==> src/t8w_pkg.sv <==
`default_nettype none
package t8w_pkg;

  // register indices on the plain register port
  localparam logic [7:0] REG_CTRL    = 8'h00;
  localparam logic [7:0] REG_COUNT   = 8'h01;
  localparam logic [7:0] REG_COMPARE = 8'h02;
  localparam logic [7:0] REG_FLAGS   = 8'h03;
  localparam logic [7:0] REG_PORT    = 8'h04;

  // control register fields
  localparam int CTRL_MODE_LSB  = 0;
  localparam int CTRL_ACT_LSB   = 2;
  localparam int CTRL_CS_LSB    = 4;
  localparam int CTRL_FORCE_BIT = 7;

  // flag register fields, write one to clear
  localparam int FLAG_OVF_BIT = 0;
  localparam int FLAG_CMP_BIT = 1;

  // port register fields
  localparam int PORT_DIR_BIT  = 0;
  localparam int PORT_DATA_BIT = 1;

  // wave mode select encodings
  localparam logic [1:0] MODE_NORMAL = 2'h0;
  localparam logic [1:0] MODE_PHASE  = 2'h1;
  localparam logic [1:0] MODE_CTC    = 2'h2;
  localparam logic [1:0] MODE_FAST   = 2'h3;

  // compare output action encodings
  localparam logic [1:0] ACT_OFF    = 2'h0;
  localparam logic [1:0] ACT_TOGGLE = 2'h1;
  localparam logic [1:0] ACT_CLEAR  = 2'h2;
  localparam logic [1:0] ACT_SET    = 2'h3;

  // clock select encodings
  localparam logic [2:0] CS_STOP    = 3'h0;
  localparam logic [2:0] CS_DIV1    = 3'h1;
  localparam logic [2:0] CS_DIV8    = 3'h2;
  localparam logic [2:0] CS_DIV64   = 3'h3;
  localparam logic [2:0] CS_DIV256  = 3'h4;
  localparam logic [2:0] CS_DIV1024 = 3'h5;

  // counter extremes and step, reset values and prescaler width
  localparam logic [7:0] CNT_MAX    = 8'hff;
  localparam logic [7:0] CNT_BOTTOM = 8'h00;
  localparam logic [7:0] CNT_ONE    = 8'h01;
  localparam logic [7:0] RST_BYTE   = 8'h00;
  localparam logic [1:0] RST_FIELD2 = 2'h0;
  localparam logic [2:0] RST_FIELD3 = 3'h0;
  localparam int         PRE_W      = 10;

endpackage
`default_nettype wire

==> src/t8w_prescaler.sv <==
`timescale 1ns/1ps
`default_nettype none
module t8w_prescaler
  import t8w_pkg::*;
#(
  parameter int WIDTH = PRE_W
) (
  // clock and reset
  input  wire logic       i_clock,
  input  wire logic       i_nrst,
  input  wire logic       i_clk_en,
  // select and tick
  input  wire logic [2:0] i_select,
  output logic            o_tick
);

  logic [WIDTH-1:0] div_count;

  // free running so that a select change takes effect without a restart
  always_ff @(posedge i_clock or negedge i_nrst) begin
    if (!i_nrst) begin
      div_count <= '0;
    end else if (i_clk_en) begin
      div_count <= div_count + 1'b1;
    end
  end

  // tick is a one-cycle enable, never a clock
  always_comb begin
    o_tick = 1'b0;
    if (i_clk_en) begin
      case (i_select)
        CS_DIV1:    o_tick = 1'b1;
        CS_DIV8:    o_tick = &div_count[2:0];
        CS_DIV64:   o_tick = &div_count[5:0];
        CS_DIV256:  o_tick = &div_count[7:0];
        CS_DIV1024: o_tick = &div_count[9:0];
        default:    o_tick = 1'b0;
      endcase
    end
  end

endmodule
`default_nettype wire

==> src/t8w_cmp_buf.sv <==
`timescale 1ns/1ps
`default_nettype none
module t8w_cmp_buf
  import t8w_pkg::*;
#(
  parameter int WIDTH = 8
) (
  // clock and reset
  input  wire logic             i_clock,
  input  wire logic             i_nrst,
  input  wire logic             i_clk_en,
  // software side
  input  wire logic             i_write,
  input  wire logic [WIDTH-1:0] i_wdata,
  // buffering control
  input  wire logic             i_buffered,
  input  wire logic             i_load,
  // values
  output logic      [WIDTH-1:0] o_active,
  output logic      [WIDTH-1:0] o_buffer
);

  always_ff @(posedge i_clock or negedge i_nrst) begin
    if (!i_nrst) begin
      o_buffer <= '0;
    end else if (i_clk_en && i_write) begin
      o_buffer <= i_wdata;
    end
  end

  // a load in the write cycle takes the old buffer, the new one waits a period
  always_ff @(posedge i_clock or negedge i_nrst) begin
    if (!i_nrst) begin
      o_active <= '0;
    end else if (i_clk_en) begin
      if (i_write && !i_buffered) begin
        o_active <= i_wdata;
      end else if (i_load && i_buffered) begin
        o_active <= o_buffer;
      end
    end
  end

endmodule
`default_nettype wire

==> src/t8w_timer.sv <==
`timescale 1ns/1ps
`default_nettype none
module t8w_timer
  import t8w_pkg::*;
#(
  parameter int ADDR_W = 8
) (
  // clock and reset
  input  wire logic              i_clock,
  input  wire logic              i_nrst,
  input  wire logic              i_clk_en,
  // register port
  input  wire logic [ADDR_W-1:0] i_addr,
  input  wire logic [7:0]        i_wdata,
  input  wire logic              i_wr,
  input  wire logic              i_rd,
  output logic      [7:0]        o_rdata,
  // pin
  output logic                   o_pin_out,
  output logic                   o_pin_oe,
  // status view
  output logic                   o_wave_output,
  output logic                   o_overflow_flag,
  output logic                   o_compare_flag,
  output logic      [7:0]        o_counter_value,
  output logic                   o_timer_tick
);

  // settings
  logic [1:0] wave_mode_select;
  logic [1:0] compare_output_action;
  logic [2:0] clock_select;
  logic       pin_dir;
  logic       port_data;

  // timer state
  logic [7:0] counter_value;
  logic       count_up;
  logic       wave_output;
  logic       overflow_flag;
  logic       compare_flag;
  logic       match_block;

  // derived
  logic       timer_tick;
  logic [7:0] compare_value;
  logic [7:0] compare_buffer;
  logic       pwm_mode;
  logic       at_max;
  logic       eff_up;
  logic       raw_match;
  logic       match;
  logic       top_ignore;
  logic       load_top;
  logic       ovf_event;
  logic       force_strobe;
  logic [1:0] force_action;
  logic [7:0] next_counter;
  logic       next_count_up;
  logic       next_wave;
  logic [7:0] next_rdata;

  // address decode
  logic [7:0] addr8;
  logic       ctrl_wr;
  logic       count_wr;
  logic       cmp_wr;
  logic       flag_wr;
  logic       port_wr;

  assign addr8 = i_addr[7:0];

  always_comb begin
    ctrl_wr  = 1'b0;
    count_wr = 1'b0;
    cmp_wr   = 1'b0;
    flag_wr  = 1'b0;
    port_wr  = 1'b0;
    if (i_wr && addr8 == REG_CTRL) begin
      ctrl_wr = 1'b1;
    end else if (i_wr && addr8 == REG_COUNT) begin
      count_wr = 1'b1;
    end else if (i_wr && addr8 == REG_COMPARE) begin
      cmp_wr = 1'b1;
    end else if (i_wr && addr8 == REG_FLAGS) begin
      flag_wr = 1'b1;
    end else if (i_wr && addr8 == REG_PORT) begin
      port_wr = 1'b1;
    end
  end

  // prescaler gives the timer tick as an enable on the one clock
  t8w_prescaler #(
    .WIDTH (PRE_W)
  ) u_prescaler (
    .i_clock  (i_clock),
    .i_nrst   (i_nrst),
    .i_clk_en (i_clk_en),
    .i_select (clock_select),
    .o_tick   (timer_tick)
  );

  assign pwm_mode = wave_mode_select[0];
  assign at_max   = counter_value == CNT_MAX;
  assign load_top = timer_tick && pwm_mode && at_max;

  t8w_cmp_buf #(
    .WIDTH (8)
  ) u_cmp_buf (
    .i_clock    (i_clock),
    .i_nrst     (i_nrst),
    .i_clk_en   (i_clk_en),
    .i_write    (cmp_wr),
    .i_wdata    (i_wdata),
    .i_buffered (pwm_mode),
    .i_load     (load_top),
    .o_active   (compare_value),
    .o_buffer   (compare_buffer)
  );

  // control register
  always_ff @(posedge i_clock or negedge i_nrst) begin
    if (!i_nrst) begin
      wave_mode_select      <= RST_FIELD2;
      compare_output_action <= RST_FIELD2;
      clock_select          <= RST_FIELD3;
    end else if (i_clk_en && ctrl_wr) begin
      wave_mode_select      <= i_wdata[CTRL_MODE_LSB +: 2];
      compare_output_action <= i_wdata[CTRL_ACT_LSB +: 2];
      clock_select          <= i_wdata[CTRL_CS_LSB +: 3];
    end
  end

  // force applies the action being written when the mode written is normal or CTC, so software need not write twice
  assign force_strobe = i_clk_en && ctrl_wr && i_wdata[CTRL_FORCE_BIT] && !i_wdata[CTRL_MODE_LSB];
  assign force_action = i_wdata[CTRL_ACT_LSB +: 2];

  // port register
  always_ff @(posedge i_clock or negedge i_nrst) begin
    if (!i_nrst) begin
      pin_dir   <= 1'b0;
      port_data <= 1'b0;
    end else if (i_clk_en && port_wr) begin
      pin_dir   <= i_wdata[PORT_DIR_BIT];
      port_data <= i_wdata[PORT_DATA_BIT];
    end
  end

  // effective direction: bottom always turns up, max always turns down
  always_comb begin
    if (counter_value == CNT_BOTTOM) begin
      eff_up = 1'b1;
    end else if (at_max) begin
      eff_up = 1'b0;
    end else begin
      eff_up = count_up;
    end
  end

  // a counter write hides the match for one tick
  assign raw_match  = counter_value == compare_value;
  assign match      = raw_match && !match_block;
  assign top_ignore = pwm_mode && compare_value == CNT_MAX && compare_output_action[1];

  // counting sequence per mode
  always_comb begin
    next_counter  = counter_value;
    next_count_up = count_up;
    case (wave_mode_select)
      MODE_PHASE: begin
        if (eff_up) begin
          next_counter  = counter_value + CNT_ONE;
          next_count_up = 1'b1;
        end else begin
          next_counter  = counter_value - CNT_ONE;
          next_count_up = 1'b0;
        end
      end
      MODE_CTC: begin
        if (match) begin
          next_counter = CNT_BOTTOM;
        end else begin
          next_counter = counter_value + CNT_ONE;
        end
      end
      MODE_FAST: begin
        next_counter = counter_value + CNT_ONE;
      end
      default: begin
        next_counter = counter_value + CNT_ONE;
      end
    endcase
  end

  always_ff @(posedge i_clock or negedge i_nrst) begin
    if (!i_nrst) begin
      counter_value <= RST_BYTE;
      count_up      <= 1'b1;
    end else if (i_clk_en) begin
      if (count_wr) begin
        counter_value <= i_wdata;
      end else if (timer_tick) begin
        counter_value <= next_counter;
        count_up      <= next_count_up;
      end
    end
  end

  // block persists while stopped and ends at the first tick after the write
  always_ff @(posedge i_clock or negedge i_nrst) begin
    if (!i_nrst) begin
      match_block <= 1'b0;
    end else if (i_clk_en) begin
      if (count_wr) begin
        match_block <= 1'b1;
      end else if (timer_tick) begin
        match_block <= 1'b0;
      end
    end
  end

  // overflow: at max except in phase mode, where it is the arrival at bottom
  always_comb begin
    if (wave_mode_select == MODE_PHASE) begin
      ovf_event = !eff_up && next_counter == CNT_BOTTOM;
    end else begin
      ovf_event = at_max;
    end
  end

  // flags: hardware set wins over a write-one clear in the same cycle
  always_ff @(posedge i_clock or negedge i_nrst) begin
    if (!i_nrst) begin
      overflow_flag <= 1'b0;
    end else if (i_clk_en) begin
      if (timer_tick && ovf_event) begin
        overflow_flag <= 1'b1;
      end else if (flag_wr && i_wdata[FLAG_OVF_BIT]) begin
        overflow_flag <= 1'b0;
      end
    end
  end

  always_ff @(posedge i_clock or negedge i_nrst) begin
    if (!i_nrst) begin
      compare_flag <= 1'b0;
    end else if (i_clk_en) begin
      if (timer_tick && match) begin
        compare_flag <= 1'b1;
      end else if (flag_wr && i_wdata[FLAG_CMP_BIT]) begin
        compare_flag <= 1'b0;
      end
    end
  end

  // wave output state
  always_comb begin
    next_wave = wave_output;
    if (timer_tick) begin
      case (wave_mode_select)
        MODE_FAST: begin
          if (match && !top_ignore) begin
            case (compare_output_action)
              ACT_TOGGLE: next_wave = !wave_output;
              ACT_CLEAR:  next_wave = 1'b0;
              ACT_SET:    next_wave = 1'b1;
              default:    next_wave = wave_output;
            endcase
          end
          // bottom action follows the match so a zero compare leaves a spike
          if (at_max && compare_output_action == ACT_CLEAR) begin
            next_wave = 1'b1;
          end else if (at_max && compare_output_action == ACT_SET) begin
            next_wave = 1'b0;
          end
        end
        MODE_PHASE: begin
          if (match && !top_ignore && compare_output_action == ACT_CLEAR) begin
            next_wave = !eff_up;
          end else if (match && !top_ignore && compare_output_action == ACT_SET) begin
            next_wave = eff_up;
          end else if (at_max && top_ignore) begin
            next_wave = compare_output_action == ACT_CLEAR;
          end
        end
        default: begin
          if (match) begin
            case (compare_output_action)
              ACT_TOGGLE: next_wave = !wave_output;
              ACT_CLEAR:  next_wave = 1'b0;
              ACT_SET:    next_wave = 1'b1;
              default:    next_wave = wave_output;
            endcase
          end
        end
      endcase
    end
    if (force_strobe) begin
      case (force_action)
        ACT_TOGGLE: next_wave = !wave_output;
        ACT_CLEAR:  next_wave = 1'b0;
        ACT_SET:    next_wave = 1'b1;
        default:    next_wave = wave_output;
      endcase
    end
  end

  always_ff @(posedge i_clock or negedge i_nrst) begin
    if (!i_nrst) begin
      wave_output <= 1'b0;
    end else if (i_clk_en) begin
      wave_output <= next_wave;
    end
  end

  // pin: override only when an action is selected, drive only as output
  assign o_pin_out = (compare_output_action != ACT_OFF) ? wave_output : port_data;
  assign o_pin_oe  = pin_dir;

  // read mux; data stand only in the cycle after the strobe
  always_comb begin
    next_rdata = RST_BYTE;
    if (addr8 == REG_CTRL) begin
      next_rdata = {1'b0, clock_select, compare_output_action, wave_mode_select};
    end else if (addr8 == REG_COUNT) begin
      next_rdata = counter_value;
    end else if (addr8 == REG_COMPARE) begin
      next_rdata = compare_buffer;
    end else if (addr8 == REG_FLAGS) begin
      next_rdata = {6'h00, compare_flag, overflow_flag};
    end else if (addr8 == REG_PORT) begin
      next_rdata = {6'h00, port_data, pin_dir};
    end
  end

  always_ff @(posedge i_clock or negedge i_nrst) begin
    if (!i_nrst) begin
      o_rdata <= RST_BYTE;
    end else if (i_clk_en) begin
      o_rdata <= i_rd ? next_rdata : RST_BYTE;
    end
  end

  assign o_wave_output   = wave_output;
  assign o_overflow_flag = overflow_flag;
  assign o_compare_flag  = compare_flag;
  assign o_counter_value = counter_value;
  assign o_timer_tick    = timer_tick;

endmodule
`default_nettype wire

==> config.mk <==
export PLATFORM = sky130hd
export DESIGN_NAME = t8w_timer
export DESIGN_NICKNAME = d
export VERILOG_FILES = /design/src/t8w_pkg.sv /design/src/t8w_prescaler.sv /design/src/t8w_cmp_buf.sv /design/src/t8w_timer.sv
export SDC_FILE = /design/constraint.sdc
export NUM_CORES = 1
export LEC_CHECK = 0
export ABC_AREA = 1
export BUFFER_PORTS_ARGS = -buffer_cell sky130_fd_sc_hd__buf_4
export CAP_MARGIN = 20
export CELL_PAD_IN_SITES_DETAIL_PLACEMENT = 1
export CELL_PAD_IN_SITES_GLOBAL_PLACEMENT = 1
export CORE_MARGIN = 10
export CORE_UTILIZATION = 30
export DETAILED_ROUTE_END_ITERATION = 10
export PLACE_DENSITY_LB_ADDON = 0.1
export REMOVE_ABC_BUFFERS = 1
export SETUP_SLACK_MARGIN = 0.02
export SYNTH_ARGS = -nofsm -noshare
export SYNTH_HDL_FRONTEND = slang
export SYNTH_SLANG_ARGS = --single-unit
==> constraint.sdc <==
create_clock -name i_clock -period 3.2 [get_ports i_clock]
set_input_delay 0.16 -clock i_clock [delete_from_list [all_inputs] [get_ports i_clock]]
set_output_delay 0.16 -clock i_clock [all_outputs]
set_load 0.01 [all_outputs]
# Yosys cells after proc, flatten, opt, wreduce, memory -nomap -nowiden
# Index checks and enable logic that the tools add are counted.
totals:
  inputBits: 21
  register_bits: 56
  output_inout_bits: 22
  wordCells: 150
classes:
  n_reduce_logical: 54
  eq_ne: 24
  n_addsub: 3
  bitwise_logic: 1
  muxes: 53
op_table:
  columns: ["operator", "n"]
  rows:
  - ["2-to-1 mux 8 bit", 10]
  - ["2-to-1 mux 1 bit", 36]
  - ["logical AND 1 bit", 28]
  - ["logical NOT 8 bit", 3]
  - ["== test 8 x 2 -> 1 bit, second input constant", 2]
  - ["== test 8 bit, second input constant", 2]
  - ["one-hot mux 8 bit (2 select lines)", 1]
  - ["== test 2 bit, second input constant", 6]
  - ["AND reduction 6 bit", 2]
  - ["nonzero test 2 bit", 6]
  - ["adder 10 x 1 -> 10 bit, second input constant", 1]
  - ["AND reduction 10 bit", 1]
  - ["adder 8 x 1 -> 8 bit, second input constant", 1]
  - ["== test 8 x 1 -> 1 bit, second input constant", 1]
  - ["== test 8 x 3 -> 1 bit, second input constant", 1]
  - ["== test 8 bit", 1]
  - ["AND reduction 2 bit", 4]
  - ["AND reduction 8 bit", 1]
  - ["subtractor 8 x 1 -> 8 bit, second input constant", 1]
  - ["== test 2 x 1 -> 1 bit, second input constant", 3]
  - ["== test 3 x 2 -> 1 bit, second input constant", 2]
  - ["== test 3 bit, second input constant", 2]
  - ["logical NOT 1 bit", 6]
  - ["one-hot mux 1 bit (3 select lines)", 2]
  - ["other kinds (11)", 12]

# Longest topological paths before layout
depth:
  ltp_word: 11
  mapped_depth: 17
  ltp_nobuf: 17

# By module
# A second synthesis with hierarchy kept.
unflattened:
  cells_unflattened: 535
  area_unflattened_um2: 3885.0
modules_own_cells:
  columns: ["module", "area_each_um2", "seq_area_each_um2", "cells_each", "instances"]
  rows:
  - ["t8w_timer", 2552.4, 752.0, 372, 1]
  - ["t8w_cmp_buf", 767.0, 400.4, 99, 1]
  - ["t8w_prescaler", 565.5, 250.2, 64, 1]

# Worst setup path after synthesis
# OpenSTA, ideal clock, no wires.
synth_path:
  path_kind: "reg-to-reg"
  start: "register counter_value[1], in the netlist o_counter_value[1]"
  end: "register overflow_flag, in the netlist o_overflow_flag"
  stages_incl_launch_ff: 16
  required_time_ns: 3.135
  setup_slack_ns: 1.357
  synth_period_minus_slack_ns: 1.843
  n_path_buf: 0
  t_arrival_ns: 1.778
  setup_time_ns: 0.065
  cell_sequence: "dfrtp_1 > ha_1 > nand2_1 > nor2_2 > nand2_1 > nand2_1 > nand2_2 > a21oi_1 > nand2_1 > a21oi_1 > nand2_1 > nor2_1 > nand2_1 > nand2_1 > nand2_1 > nand2_1"
synth_between:
  elab_chain_len: 11
  elab_cells_between_ends: 19
  classes_between: "2 x add/sub; 2 x eq/ne; 7 x mux; 8 x reduce/logical"
synth_rtl:
  columns: ["item", "line", "text"]
  rows:
  - ["start: declaration", "t8w_timer.sv:37", "logic [7:0] counter_value;"]
  - ["start signal: assignment", "t8w_timer.sv:201", "counter_value <= i_wdata;"]
  - ["start signal: assignment", "t8w_timer.sv:203", "counter_value <= next_counter;"]
  - ["parallel branches: the longest is 7 deep, another holds adder 8 x 1 -> 8 bit", null, null]
  - ["2-to-1 mux 1 bit (*)", "t8w_timer.sv:224", "if (wave_mode_select == MODE_PHASE) begin"]
  - ["logical AND 1 bit (*)", "t8w_timer.sv:236", "if (timer_tick && ovf_event) begin"]
  - ["nonzero test 2 bit (no line)", null, null]
  - ["AND reduction 2 bit (no line)", null, null]
  - ["end signal: assignment", "t8w_timer.sv:234", "overflow_flag <= 1'b0;"]
  - ["end signal: assignment", "t8w_timer.sv:237", "overflow_flag <= 1'b1;"]
  - ["end signal: assignment", "t8w_timer.sv:239", "overflow_flag <= 1'b0;"]
  - ["end: declaration", "t8w_timer.sv:40", "logic overflow_flag;"]
# Mark *: on every way between the ends.
# A chain may end at the register's enable or synchronous reset.

# Worst setup path after layout
layout_path:
  start: "register u_prescaler.div_count[0]"
  end: "register counter_value[1], in the netlist o_counter_value[1]"
layout_between:
  elab_chain_len: 5
  elab_cells_between_ends: 8
  classes_between: "2 x mux; 6 x reduce/logical"
layout_rtl:
  columns: ["item", "line", "text"]
  rows:
  - ["start: declaration", "t8w_prescaler.sv:17", "logic [WIDTH-1:0] div_count;"]
  - ["start signal: assignment", "t8w_prescaler.sv:24", "div_count <= div_count + 1'b1;"]
  - ["AND reduction 10 bit (tied with other cells)", "t8w_prescaler.sv:37", "CS_DIV1024: o_tick = &div_count[9:0];"]
  - ["one-hot mux 1 bit (5 select lines) (*)", "t8w_prescaler.sv:32", "case (i_select)"]
  - ["2-to-1 mux 1 bit (*)", "t8w_prescaler.sv:31", "if (i_clk_en) begin"]
  - ["nonzero test 2 bit (no line) (*)", null, null]
  - ["AND reduction 2 bit (no line) (*)", null, null]
# Mark *: on every way between the ends. The rest lies on a longest branch, timed or not.

==> qor.yml <==
status: "complete, no violations"
yosysTopAreaCell: "dfrtp_1"
die-area_sq_um: 16900
rows: 40
grt_pass1_wl_um: 20700
cts.hold.buffers_added: 1
hold_violations: 0
rsz0062_at_grt: "no"
arrival_ps: 2680
area_growth_pct: 16.4
wire_per_inst_um: 18.9
start_util_pct: 30.4
cts_sinks: 56
required_ps: 3400
seqCellArea_sq_um: 1400
die_h_um: 130
hold_ws_ps: 107
fin_skew_ps: 2.59
worstMarginPinSlew_ps: 785
synthDominantCellAreaShare_pct: 38.0
crit_type: "flip-flop to flip-flop"
ys_seq_area_share_pct: 38.8
cts_root_buffer: "clkbuf_16"
reg2reg_depth: 9
cp-end-kind: "flip-flop"
grt_usage_pct: 16.0
finish.utilization_pct: 35.3
grt_overflow: 0
synth_enable_flop_cells: 0
worst_slack_ps: 724
routed-via-count: 3408
synth-async-reset-ratio_pct: 100
ys_warn_count: 0
nets: 562
drv_slew: 0
cp_max_fo: 16
post-synth-top-count-cell: "nand2_1"
dp_slack_ps: 721
period_share_pct: 77.4
cts_tree: "built"
post-place-cells: 671
num_antenna_cells: 0
reg2reg_from: "u_prescaler.div_count[0]"
startpoint: "u_prescaler.div_count[0]"
port-buffer-count: 42
worst_setup_path_start_kind: "flip-flop"
peakVddDrop_mv: 0.364
htreeDepth: 2
drive_gt1_share_pct: 13.7
dr.first_iter.drc_count: 163
post_cts_resized: 0
ys_ff_latch: 56
ioPinCount: 43
grt_max_degree: 57
syn_area_sq_um: 3620
hold_path.class: "input port to flip-flop"
netlist_top_cells_area: "dfrtp_1 38%, nand2_1 14%, o21ai_0 6.5%"
synthTopCellsByCount: "132 x nand2_1, 59 x inv_1, 55 x dfrtp_1, 47 x o21ai_0, 42 x nor2_1"
syn_inst: 494
min_from: "i_wdata[0]"
first_pass_iters: 4
drc: 0
synthFlopType: "dfrtp_1"
avgSynthCellArea_sq_um: 7.32
routed_wl_um: 12900
clkTransAtPathRegs_ps: 80
multiInputGateArea_sq_um: 1900
layout.cells.non_filler: 680
grt_pass1_vias: 3605
reg2reg_setup_slack_ps: 720
crit_end: "o_counter_value[1]"
post_cts_buffers: 0
post-route-min-period_ps: 2480
clock.fmax_mhz: 404
worstReg2RegEnd: "o_counter_value[1]"
place_hpwl_um: 9870
antenna_found_initial: 0
setup-tns-final_ps: 0
nFillCells: 1485
synth_cell_types: 40
placeableCoreArea_sq_um: 11900
die_x_um: 130
drv_cap: 0
max_slew_margin_pct: 47.7
power_density_nw_per_um2: 595
p_leak_nw: 2.07
drt.antenna.violating_nets: 0
cts_max_path_buffers: 2
numCtsBuffers: 5
via_per_inst: 5.01
gp_congestion: 0.839
worstSkewPairLatency_ps: 310
setup_viol: 0
-- worst min-delay path by stage --
stage / slack (ps) / end / cells past startpoint
2_1_floorplan: -140 / clock_select[0] / 0
3_3_place_gp: 310 / u_cmp_buf.o_buffer[5] / 1
3_5_place_dp: 300 / u_cmp_buf.o_active[0] / 1
4_1_cts: 100 / wave_mode_select[0] / 3
5_1_grt: 120 / wave_mode_select[0] / 3
6_report: 110 / wave_mode_select[0] / 3
-- stage by stage --
stage / area, sq um / power, mW
detailed placement: 4060 / 1.94
CTS: 4210 / 2.54
finish: 4210 / 2.51
floorplan: 3540 / 1.53
global route: 4210 / 2.70
global placement: 4060 / 1.92
-- report_power, final --
part	switching [mW]	internal [mW]	total, mW
Sequential	0.220	0.815	1.04
Clock	0.292	0.294	0.586
Combinational	0.540	0.344	0.884
Total	1.05	1.45	2.51
-- worst max-delay path, cell delays in order, from the launching register on --
cell and delay [ps]:
dfrtp_1 390, ha_1 190, nand3_1 120, nor2_1 160, nand3_1 80, o21ai_0 150, nand3_1 360, nand2_1 520
o21ai_0 170, o22ai_1 240
-- cells by family (layout without fill, tap and decap cells) --
family / Yosys count / count (layout) / synth area share (%)
buf+inv: 78 / 117 / 8.82
flops: 56 / 56 / 38.8
xor+xnor: 19 / 19 / 4.60
fa+ha+maj: 9 / 9 / 3.11
compound gates: 101 / 101 / 16.6
simple gates: 230 / 230 / 27.8
mux: 1 / 1 / 0.311
-- final cells by class --
| cell class | count | area share (%) |
|---|---|---|
| inverters | 63 | 5.62 |
| clock buffers | 6 | 3.06 |
| clock inverters | 2 | 0.327 |
| flip-flops and latches | 56 | 33.3 |
| repair buffers | 46 | 8.26 |
| multi-input cells | 360 | 45.1 |
| well taps | 147 | 4.37 |
-- registers in the layout, indices dropped and copies added, names as in the netlist --
signal                 cells
wave_mode_select           2
o_compare_flag             1
count_up                   1
port_data                  1
o_counter_value            8
u_cmp_buf.o_active         8
o_rdata                    8
o_overflow_flag            1
o_pin_oe                   1
o_wave_output              1
clock_select               3
match_block                1
u_cmp_buf.o_buffer         8
u_prescaler.div_count     10
compare_output_action      2
-- layout by cell type (no fill, tap or decap), types with 2 or more instances in the layout --
master and n:
clkbuf_16 5, ha_1 9, xor2_1 16, xnor2_1 3, a21oi_1 19, nand2_1 132, dfrtp_1 55, nor2_2 3
buf_4 45, nand2_2 2, a221oi_1 4, nor2_4 3, nor2_1 42, o21ai_0 47, o211ai_1 11, nand3_1 31
o22ai_1 6, o21ai_2 2, nand4_1 9, a31oi_1 4, inv_1 59, inv_2 4, nor3_1 3
-- layer usage --
| layer | vias to the layer above | GRT usage, % | routed length [um] |
|---|---|---|---|
| li1 | 1690 | - | - |
| met3 | 13 | 3.33 | 403 |
| met2 | 35 | 26.6 | 6160 |
| met4 | 0 | 3.84 | 169 |
| met1 | 1670 | 20.7 | 6140 |
| met5 | - | 0 | 0 |
Power figures use the tool's default switching activity.
